`src/hw/tbi_regs.svh`:
```
// Behaviour
// - indicator high during burst, low otherwise
// - bursts recur at about 217 Hz
// - high span grows 0.577 ms per slot
// - rises 240 us ahead, never under 240
// - stays high 0 to 30 us after slots
`ifndef TBI_REGS_SVH
`define TBI_REGS_SVH

// =====================================================================
// clock
`define TBI_CLK_HZ 40000000
`define TBI_CLK_PERIOD_NS 25

// =====================================================================
// burst timing, figures in their own units
`define TBI_FRAME_RATE_HZ 217
`define TBI_ADVANCE_NS 240000
`define TBI_SLOT_NS 577000
`define TBI_DELAY_NS 30000

// =====================================================================
// derived cycle counts (least times round up, longest round down)
`define TBI_FRAME_CYC (`TBI_CLK_HZ / `TBI_FRAME_RATE_HZ)
`define TBI_ADVANCE_CYC ((`TBI_ADVANCE_NS + `TBI_CLK_PERIOD_NS - 1) / `TBI_CLK_PERIOD_NS)
`define TBI_SLOT_CYC (`TBI_SLOT_NS / `TBI_CLK_PERIOD_NS)
`define TBI_DELAY_CYC (`TBI_DELAY_NS / `TBI_CLK_PERIOD_NS)

// =====================================================================
// widths and limits
`define TBI_CNT_W 18
`define TBI_SLOT_W 3
`define TBI_MAX_SLOTS 3'h4

`endif

```
`src/hw/tbi_pkg.sv`:
```
`include "tbi_regs.svh"

package tbi_pkg;

  // per-frame request from the radio scheduler
  typedef struct packed {
    logic enable;
    logic [`TBI_SLOT_W-1:0] slots;
  } tbi_request_type;

  typedef enum logic [3:0] {
    TBI_IDLE = 4'h1,
    TBI_ADVANCE = 4'h2,
    TBI_SLOTS = 4'h4,
    TBI_TRAIL = 4'h8
  } tbi_state_type;

  // slots clamped to the supported uplink maximum
  function automatic logic [`TBI_SLOT_W-1:0] clampSlots(input logic [`TBI_SLOT_W-1:0] s);
    clampSlots = (s > `TBI_MAX_SLOTS) ? `TBI_MAX_SLOTS : s;
  endfunction

  function automatic logic [`TBI_CNT_W-1:0] slotSpan(input logic [`TBI_SLOT_W-1:0] s,
                                                   input int slotCyc);
    slotSpan = `TBI_CNT_W'(int'(s) * slotCyc);
  endfunction

endpackage

```
`src/hw/tbi_burst_indicator.sv`:
```
`timescale 1ns/1ps
`include "tbi_regs.svh"

module tbi_burst_indicator #(
  parameter int FRAME_CYC = `TBI_FRAME_CYC,
  parameter int ADVANCE_CYC = `TBI_ADVANCE_CYC,
  parameter int SLOT_CYC = `TBI_SLOT_CYC,
  parameter int DELAY_CYC = `TBI_DELAY_CYC
) (
  // clock and reset
  input wire logic sys_clk,
  input wire logic rst_n,
  // scheduler request, sampled at each frame boundary
  input tbi_pkg::tbi_request_type txRequest,
  // status pins
  output logic txBurstIndicator_reg,
  output logic txSlotGate_reg
);

  // =====================================================================
  // frame timer
  logic [`TBI_CNT_W-1:0] frameCnt_reg;
  logic [`TBI_CNT_W-1:0] frameCnt_next;
  wire frameTick = (frameCnt_reg == `TBI_CNT_W'(FRAME_CYC - 1));

  assign frameCnt_next = frameTick ? '0 : frameCnt_reg + `TBI_CNT_W'(1);

  // =====================================================================
  // burst sequencer
  tbi_pkg::tbi_state_type state_reg;
  tbi_pkg::tbi_state_type state_next;
  logic [`TBI_CNT_W-1:0] phaseCnt_reg;
  logic [`TBI_CNT_W-1:0] phaseCnt_next;
  logic [`TBI_SLOT_W-1:0] slots_reg;
  logic [`TBI_SLOT_W-1:0] slots_next;

  wire [`TBI_SLOT_W-1:0] reqSlots = tbi_pkg::clampSlots(txRequest.slots);
  wire startBurst = frameTick && txRequest.enable && (reqSlots != '0);
  wire phaseDone = (phaseCnt_reg == '0);
  wire [`TBI_CNT_W-1:0] slotLoad = tbi_pkg::slotSpan(slots_reg, SLOT_CYC) - `TBI_CNT_W'(1);
  // a zero trailing delay ends the burst with the last slot
  wire zeroTrail = (DELAY_CYC == 0);

  always_comb
  begin
    state_next = state_reg;
    phaseCnt_next = phaseDone ? phaseCnt_reg : phaseCnt_reg - `TBI_CNT_W'(1);
    slots_next = slots_reg;
    unique case (state_reg)
      tbi_pkg::TBI_IDLE:
      begin
        if (startBurst)
        begin
          state_next = tbi_pkg::TBI_ADVANCE;
          phaseCnt_next = `TBI_CNT_W'(ADVANCE_CYC - 1);
          slots_next = reqSlots;
        end
      end
      tbi_pkg::TBI_ADVANCE:
      begin
        if (phaseDone)
        begin
          state_next = tbi_pkg::TBI_SLOTS;
          phaseCnt_next = slotLoad;
        end
      end
      tbi_pkg::TBI_SLOTS:
      begin
        if (phaseDone)
        begin
          state_next = zeroTrail ? tbi_pkg::TBI_IDLE : tbi_pkg::TBI_TRAIL;
          phaseCnt_next = zeroTrail ? '0 : `TBI_CNT_W'(DELAY_CYC - 1);
        end
      end
      tbi_pkg::TBI_TRAIL:
      begin
        if (phaseDone)
        begin
          state_next = tbi_pkg::TBI_IDLE;
        end
      end
    endcase
  end

  wire indicatorNext = (state_next != tbi_pkg::TBI_IDLE);
  wire slotGateNext = (state_next == tbi_pkg::TBI_SLOTS);

  always_ff @(posedge sys_clk or negedge rst_n)
  begin
    if (!rst_n)
    begin
      frameCnt_reg <= '0;
      state_reg <= tbi_pkg::TBI_IDLE;
      phaseCnt_reg <= '0;
      slots_reg <= '0;
      txBurstIndicator_reg <= 1'b0;
      txSlotGate_reg <= 1'b0;
    end
    else
    begin
      frameCnt_reg <= frameCnt_next;
      state_reg <= state_next;
      phaseCnt_reg <= phaseCnt_next;
      slots_reg <= slots_next;
      txBurstIndicator_reg <= indicatorNext;
      txSlotGate_reg <= slotGateNext;
    end
  end

  // =====================================================================
  // checks; helper counters measure phase lengths
  logic [`TBI_CNT_W-1:0] highLen;
  logic [`TBI_CNT_W-1:0] trailLen;
  logic [`TBI_CNT_W-1:0] gateLen;
  logic seenTick;
  wire [`TBI_CNT_W-1:0] slotSpanNow = tbi_pkg::slotSpan(slots_reg, SLOT_CYC);
  wire [`TBI_CNT_W-1:0] expectSpan = `TBI_CNT_W'(ADVANCE_CYC + DELAY_CYC) + slotSpanNow;
  // past the advance with the gate low can only be the trailing delay
  wire inTrail = txBurstIndicator_reg && !txSlotGate_reg
                 && (highLen > `TBI_CNT_W'(ADVANCE_CYC));
  wire zeroSlotAsk = frameTick && txRequest.enable && (txRequest.slots == '0);
  wire clampAsk = frameTick && txRequest.enable && (txRequest.slots > `TBI_MAX_SLOTS);

  always_ff @(posedge sys_clk or negedge rst_n)
  begin
    if (!rst_n)
    begin
      highLen <= '0;
    end
    else
    begin
      highLen <= txBurstIndicator_reg ? highLen + `TBI_CNT_W'(1) : '0;
    end
  end

  always_ff @(posedge sys_clk or negedge rst_n)
  begin
    if (!rst_n)
    begin
      trailLen <= '0;
    end
    else
    begin
      trailLen <= inTrail ? trailLen + `TBI_CNT_W'(1) : '0;
    end
  end

  always_ff @(posedge sys_clk or negedge rst_n)
  begin
    if (!rst_n)
    begin
      gateLen <= '0;
    end
    else
    begin
      gateLen <= txSlotGate_reg ? gateLen + `TBI_CNT_W'(1) : '0;
    end
  end

  always_ff @(posedge sys_clk or negedge rst_n)
  begin
    if (!rst_n)
    begin
      seenTick <= 1'b0;
    end
    else
    begin
      seenTick <= seenTick | frameTick;
    end
  end

  // =====================================================================
  // rule checks
  reset_low_a: assert property (@(posedge sys_clk) disable iff (!rst_n)
    !seenTick |-> !txBurstIndicator_reg)
    else $error("indicator high before first burst");

  frame_start_a: assert property (@(posedge sys_clk) disable iff (!rst_n)
    $rose(txBurstIndicator_reg) |-> $past(frameTick))
    else $error("burst did not start on a frame boundary");

  burst_span_a: assert property (@(posedge sys_clk) disable iff (!rst_n)
    $fell(txBurstIndicator_reg) |-> highLen == expectSpan)
    else $error("indicator high span wrong");

  gate_len_a: assert property (@(posedge sys_clk) disable iff (!rst_n)
    $fell(txSlotGate_reg) |-> gateLen == slotSpanNow)
    else $error("slotted portion length wrong");

  slots_hold_a: assert property (@(posedge sys_clk) disable iff (!rst_n)
    (txBurstIndicator_reg && !$rose(txBurstIndicator_reg)) |-> $stable(slots_reg))
    else $error("slot count changed inside a burst");

  advance_len_a: assert property (@(posedge sys_clk) disable iff (!rst_n)
    $rose(txSlotGate_reg) |-> highLen == `TBI_CNT_W'(ADVANCE_CYC))
    else $error("advance interval wrong");

  trail_len_a: assert property (@(posedge sys_clk) disable iff (!rst_n)
    $fell(txBurstIndicator_reg) |-> trailLen == `TBI_CNT_W'(DELAY_CYC))
    else $error("trailing delay wrong");

  trail_bound_a: assert property (@(posedge sys_clk) disable iff (!rst_n)
    inTrail |-> trailLen < `TBI_CNT_W'(DELAY_CYC))
    else $error("trailing delay overran");

  gate_inside_a: assert property (@(posedge sys_clk) disable iff (!rst_n)
    txSlotGate_reg |-> txBurstIndicator_reg)
    else $error("slots active while indicator low");

  idle_frame_a: assert property (@(posedge sys_clk) disable iff (!rst_n)
    (frameTick && !txRequest.enable && !txBurstIndicator_reg) |=> !txBurstIndicator_reg)
    else $error("burst without request");

  zero_slot_a: assert property (@(posedge sys_clk) disable iff (!rst_n)
    (zeroSlotAsk && !txBurstIndicator_reg) |=> !txBurstIndicator_reg)
    else $error("burst for a zero slot request");

  // =====================================================================
  // scenario covers
  burst_seen_c: cover property (@(posedge sys_clk) disable iff (!rst_n)
    $fell(txBurstIndicator_reg));
  max_slots_c: cover property (@(posedge sys_clk) disable iff (!rst_n)
    $rose(txSlotGate_reg) && slots_reg == `TBI_MAX_SLOTS);
  skip_frame_c: cover property (@(posedge sys_clk) disable iff (!rst_n)
    frameTick && !txRequest.enable && seenTick);
  zero_slot_c: cover property (@(posedge sys_clk) disable iff (!rst_n)
    zeroSlotAsk && !txBurstIndicator_reg);
  clamp_ask_c: cover property (@(posedge sys_clk) disable iff (!rst_n)
    clampAsk && !txBurstIndicator_reg);

endmodule // tbi_burst_indicator

```
`config.mk`:
```
export PLATFORM = sky130hd
export DESIGN_NAME = tbi_burst_indicator
export DESIGN_NICKNAME = d
export VERILOG_FILES = /design/src/hw/tbi_pkg.sv /design/src/hw/tbi_burst_indicator.sv
export VERILOG_INCLUDE_DIRS = /design/src /design/src/hw
export SDC_FILE = /design/constraint.sdc
export NUM_CORES = 1
export LEC_CHECK = 0
export BUFFER_PORTS_ARGS = -buffer_cell sky130_fd_sc_hd__buf_2
export CORE_ASPECT_RATIO = 0.7
export CORE_UTILIZATION = 66
export DETAILED_ROUTE_END_ITERATION = 10
export GPL_TIMING_DRIVEN = 0
export PLACE_DENSITY = 0.88
export SKIP_CTS_REPAIR_TIMING = 1
export SYNTH_ARGS = -nofsm -noshare
export SYNTH_HDL_FRONTEND = slang
export SYNTH_SLANG_ARGS = --single-unit
```
`constraint.sdc`:
```
create_clock -name sys_clk -period 6.5 [get_ports sys_clk]
set_input_delay 1.3 -clock sys_clk [delete_from_list [all_inputs] [get_ports sys_clk]]
set_output_delay 1.3 -clock sys_clk [all_outputs]
set_load 0.05 [all_outputs]
```
==> flow_metrics.py, run 1 <==
metrics = {
    "status": {
        "status": "finished clean",
    },
    "run": {
        "drv_cap": 0,
    },
    "floorplanning": {
        "die_y_um": 57.1,
        "start_util_pct": 70.7,
        "rows": 19,
        "core-area_um2": 4040,
        "fp.dieW_um": 80.7,
        "ios": 8,
        "dieArea_um2": 4600,
    },
    "global_route": {
        "grt_max_degree": 46,
        "grt_pass1_wl_um": 10500,
        "grt_pass1_vias": 2222,
        "antenna_found_initial": 0,
        "grt-ovfl-total": 0,
        "grt_usage_pct": 30.2,
    },
    "synthesis": {
        "seq_area_frac_synth_pct": 39.4,
        "ys_types": 60,
        "ys_top_cells_by_area": "dfrtp_1 (39%), ha_1 (6.1%), xor2_1 (5.8%)",
        "syn_inst": 303,
        "netlist.area_leader.share_pct": 38.5,
        "synth_top_flop_cell": "dfrtp_1",
        "ys_warn_count": 0,
        "synth_area_leader_cell": "dfrtp_1",
        "synth_nets": 324,
        "synth-edff-count": 0,
        "synth_area_um2": 2860,
        "ys_ff_latch": 45,
        "synth-async-reset-ratio_pct": 100,
        "syn_avg_cell_area_um2": 9.44,
    },
    "critical_path": {
        "rrSetupSlack_ps": 3450,
        "end_kind": "register",
        "reg2reg_from": "slots_reg[1]$_DFFE_PN0P_",
        "crit_start": "slots_reg[1]$_DFFE_PN0P_",
        "arrival_ps": 3300,
        "crit_path_end": "phaseCnt_reg[17]$_DFF_PN0_",
        "crit_path_start_kind": "register",
        "reg2reg_to": "phaseCnt_reg[17]$_DFF_PN0_",
        "r2r_cells": 10,
        "critPathMaxFanout": 7,
        "worstSetupPathType": "register to register",
        "worstPathRequired_ps": 6750,
    },
    "drt": {
        "viasPerCell": 6.27,
        "wire_per_inst_um": 16.2,
        "drc": 0,
        "drtAntennaViolNets": 0,
        "first_pass_iters": 5,
        "num_vias": 2320,
        "dr.first_iter.drc_count": 239,
        "routed_wl_um": 6000,
    },
    "pwr": {
        "powerDensity_nw_per_um2": 181,
        "power.leakage_uw": 0.00132,
        "irDropWorstVdd_uv": 172,
    },
    "timing": {
        "worst_pin_slew_ps": 958,
        "clock.fmax_ghz": 0.328,
        "rsz0062_at_grt": "no",
        "setup-tns-final_ps": 0,
        "relSlewSlack_pct": 36.1,
        "drv_slew": 0,
        "period_needed_ps": 3050,
        "final_hold_viol_count": 0,
        "fin_worst_skew_ps": 7.95,
        "setup_viol": 0,
        "period_share_pct": 46.9,
    },
    "clock_network": {
        "cts_tree": "done",
        "cts_made_buffers": 5,
        "clockRootBuffer": "clkbuf_8",
        "clk_pin_slew_ps": 90,
        "clock_latency_ps": 300,
        "clock_path_buffers": 2,
        "cts-htree-levels": 2,
        "clock_sinks": 45,
    },
    "placement": {
        "dpl.hpwl_um": 4450,
        "place_congestion": 0.897,
        "dp.cells": 362,
        "portBuffers": 7,
    },
    "layout": {
        "n_antenna_cell": 0,
        "drive_gt1_share_pct": 14.2,
        "nets": 338,
        "syn2layout_area_growth_pct": 7.70,
        "fin_cells": 370,
    },
    "hold_path": {
        "hold_depth": 1,
        "min_path_type": "register to register",
    },
}
cells in the mapped netlist (3+ instances only):
cell type	number
nor4_1	4
dfrtp_1	44
a21oi_1	7
nor3_1	10
inv_1	10
buf_2	8
or3_1	4
and3_1	7
xor2_1	19
o22ai_1	7
nand2_1	30
a211oi_1	4
nor2_1	26
nand4_1	3
o21ai_0	13
xnor2_1	17
nor4b_1	4
ha_1	14
o31ai_1	4
nand3_1	14
nand2b_1	4
o21a_1	3
power by group:
| part | total, uW | internal, uW | switching (uW) |
|---|---|---|---|
| Combinational | 52.0 | 19.0 | 32.9 |
| Sequential | 283 | 281 | 1.81 |
| Clock | 224 | 125 | 98.6 |
cell type report:
cell class,count,area [um^2]
multi-input cells,235,1620
clock buffers,6,82.6
clock inverters,2,37.5
inverters,12,45.0
well taps,52,65.1
repair buffers,7,35.0
fillers,288,962
plain buffers,11,66.3
flip-flops and latches,45,1130
placed cells by master (no fill, tap or decap), types with 6 or more instances in the layout:
cell type  count
dfrtp_1       44
nand2_1       30
nor2_1        26
xor2_1        19
xnor2_1       17
buf_2         15
nand3_1       14
ha_1          14
o21ai_0       13
inv_1         10
nor3_1        10
and3_1         7
o22ai_1        7
a21oi_1        7
clkbuf_8       6
per-layer routing:
layer | up-vias | routed length, um | GRT usage, %
met2 | 109 | 2540 | 43.9
met4 | 0 | 27 | 5.10
li1 | 1107 | - | -
met1 | 1096 | 2900 | 45.9
met5 | - | 0 | 0
met3 | 8 | 532 | 8.00
worst min path at each step:
stage	startpoint	end	slack, ps
floorplan	frameCnt_reg[11]$_DFF_PN0_	frameCnt_reg[11]$_DFF_PN0_	460
global placement	frameCnt_reg[13]$_DFF_PN0_	frameCnt_reg[13]$_DFF_PN0_	490
detailed placement	frameCnt_reg[13]$_DFF_PN0_	frameCnt_reg[13]$_DFF_PN0_	490
CTS	frameCnt_reg[13]$_DFF_PN0_	frameCnt_reg[13]$_DFF_PN0_	510
global route	frameCnt_reg[16]$_DFF_PN0_	frameCnt_reg[16]$_DFF_PN0_	520
finish	frameCnt_reg[13]$_DFF_PN0_	frameCnt_reg[13]$_DFF_PN0_	510
per-stage QoR:
step,utilization [%],hold WS [ps],total power [uW],worst slack (ps),instance area (um^2)
CTS,76.2,506,559,3480,3080
finish,76.2,506,559,3450,3080
floorplan,-,457,323,3810,2860
global placement,73.2,485,338,3560,2960
global route,76.2,519,577,3260,3080
detailed placement,73.2,489,340,3520,2960
critical path, cell delays in order (launching register included):
cell     delay [ps]
dfrtp_1         510
inv_1           120
ha_1            360
ha_1            240
fa_1            410
maj3_2          330
a21oi_2         150
xnor2_1         120
o41a_1          390
o22ai_1         200
a31o_1          170
logic make-up after synthesis:
logic type	Yosys count	share of synthesized area (%)
adders and majority gates	17	7.57
xor gates and xnor gates	36	11.0
DFF	45	39.4
muxes	3	1.09
buffers and inverters	23	3.90
AOI/OAI and AO/OA	55	13.5
and+or+nand+nor	124	23.5
Power figures use the tool's default switching activity.
==> run 2, diff against run 1 <==
--- a/config.mk
+++ b/config.mk
@@ -8,10 +8,10 @@
 export LEC_CHECK = 0
 export BUFFER_PORTS_ARGS = -buffer_cell sky130_fd_sc_hd__buf_2
 export CORE_ASPECT_RATIO = 0.7
-export CORE_UTILIZATION = 66
+export CORE_UTILIZATION = 62
 export DETAILED_ROUTE_END_ITERATION = 10
 export GPL_TIMING_DRIVEN = 0
-export PLACE_DENSITY = 0.88
+export PLACE_DENSITY = 0.83
 export SKIP_CTS_REPAIR_TIMING = 1
 export SYNTH_ARGS = -nofsm -noshare
 export SYNTH_HDL_FRONTEND = slang
==> constraint.sdc (replaced) <==
create_clock -name sys_clk -period 3 [get_ports sys_clk]
set_input_delay 0.6 -clock sys_clk [delete_from_list [all_inputs] [get_ports sys_clk]]
set_output_delay 0.6 -clock sys_clk [all_outputs]
set_load 0.05 [all_outputs]
==> run 2 against run 1 <==
  * Critical path type unchanged
  * Highest routed layer unchanged
  * Routed wire length shrank 2.8%
  * Via count shrank 4.6%
  * Design area is the same
==> flow_metrics.py, run 2 (synthesis gave the netlist of run 1 again) <==
metrics = {
    "timing": {
        "worst_pin_slew_ps": 970,
        "relSlewSlack_pct": 34.4,
        "final_hold_viol_count": 0,
        "setup-tns-final_ps": 0,
        "rsz0062_at_grt": "no",
        "fin_worst_skew_ps": 5.07,
        "drv_slew": 0,
        "period_needed_ps": 2800,
        "clock.fmax_ghz": 0.357,
        "period_share_pct": 93.5,
        "setup_viol": 0,
    },
    "floorplanning": {
        "dieArea_um2": 4890,
        "ios": 8,
        "core-area_um2": 4380,
        "start_util_pct": 65.3,
        "rows": 20,
        "fp.dieW_um": 83.2,
        "die_y_um": 58.8,
    },
    "drt": {
        "num_vias": 2213,
        "wire_per_inst_um": 15.6,
        "drc": 0,
        "routed_wl_um": 5830,
        "drtAntennaViolNets": 0,
        "first_pass_iters": 4,
        "dr.first_iter.drc_count": 251,
        "viasPerCell": 5.93,
    },
    "critical_path": {
        "worstSetupPathType": "register to register",
        "crit_path_start_kind": "register",
        "critPathMaxFanout": 7,
        "end_kind": "register",
        "arrival_ps": 3050,
        "worstPathRequired_ps": 3250,
    },
    "global_route": {
        "antenna_found_initial": 0,
        "grt_pass1_wl_um": 10200,
        "grt_usage_pct": 26.8,
        "grt_pass1_vias": 2095,
        "grt-ovfl-total": 0,
        "grt_max_degree": 46,
    },
    "clock_network": {
        "clockRootBuffer": "clkbuf_8",
        "clk_pin_slew_ps": 90,
        "cts_made_buffers": 5,
        "clock_path_buffers": 2,
        "clock_latency_ps": 300,
        "cts-htree-levels": 2,
        "clock_sinks": 45,
        "cts_tree": "done",
    },
    "layout": {
        "fin_area_um2": 3080,
        "nets": 338,
        "n_antenna_cell": 0,
        "final_common_cell": "dfrtp_1",
        "drive_gt1_share_pct": 15.7,
        "layout_common_cells": "dfrtp_1 (43), nand2_1 (30), nor2_1 (26)",
        "syn2layout_area_growth_pct": 7.70,
        "n_fill_cell": 333,
    },
    "run": {
        "drv_cap": 0,
    },
    "status": {
        "status": "finished clean",
    },
    "pwr": {
        "combPwrFrac_pct": 10.4,
        "pwr-share-seq_pct": 55.3,
        "p_int_uw": 819,
        "p_switching_uw": 290,
        "powerDensity_nw_per_um2": 360,
        "irDropWorstVdd_uv": 245,
        "swShare_pct": 26.2,
        "total_power_uw": 1110,
        "power.leakage_uw": 0.00131,
        "clkPwrFrac_pct": 34.3,
    },
    "placement": {
        "place_area_um2": 2960,
        "place_congestion": 0.820,
        "portBuffers": 7,
        "dpl.hpwl_um": 4360,
    },
    "hold_path": {
        "min_path_type": "input pin to async pin",
    },
}
run 2: worst paths after layout:
kind | from | endpoint | slack (ps) | depth (start not counted)
worst max-delay path | slots_reg[1]$_DFFE_PN0P_ | phaseCnt_reg[17]$_DFF_PN0_ | 200 | 10
worst min-delay path | rst_n | phaseCnt_reg[11]$_DFF_PN0_ | 440 | 1
worst max register to register | slots_reg[1]$_DFFE_PN0P_ | phaseCnt_reg[17]$_DFF_PN0_ | 200 | 10
worst min register to register | frameCnt_reg[13]$_DFF_PN0_ | frameCnt_reg[13]$_DFF_PN0_ | 500 | 1
max in group asynchronous | rst_n | slots_reg[1]$_DFFE_PN0P_ | 1910 | 1
min in group sys_clk | frameCnt_reg[13]$_DFF_PN0_ | frameCnt_reg[13]$_DFF_PN0_ | 500 | 1
run 2: final cells by class:
class | count | area, um^2 | area share (%)
multi-input cells | 235 | 1650 | 53.4
flip-flops and latches | 45 | 1130 | 36.7
clock buffers | 5 | 68.8 | 2.23
well taps | 55 | 68.8 | 2.23
plain buffers | 11 | 66.3 | 2.15
inverters | 12 | 45.0 | 1.46
repair buffers | 7 | 35.0 | 1.14
clock inverters | 3 | 21.3 | 0.691
run 2: critical path, cell delays in order, from the launching register on:
cell and delay, ps:
dfrtp_2 470, inv_1 120, ha_4 220, ha_1 200, fa_1 410, maj3_2 330, a21oi_2 150, xnor2_1 130
o41a_1 400, o22ai_2 140, a31o_1 160
run 2: metal layers:
metal  routed length [um]  share of wire [%]  global-route usage [%]
met5                    0                  0                       0
met1                 3120                 53                    42.2
met4                   59                1.0                    6.90
met3                  213                3.7                    4.21
met2                 2440                 42                    38.5
run 2: power groups by stage:
stage               clock [uW]  combinational (uW)  sequential [uW]
floorplan                    0                72.1              628
global placement             0                 106              625
detailed placement           0                 109              625
CTS                        389                 110              613
global route               416                 128              614
finish                     381                 115              613
run 2: per-stage QoR:
step	hold WS (ps)	setup WS (ps)	utilization, %	cells
floorplan	304	349	-	303
global placement	486	101	67.7	365
detailed placement	491	59.8	67.7	365
CTS	479	17.1	69.7	373
global route	522	33.5	70.3	373
finish	441	196	70.3	373
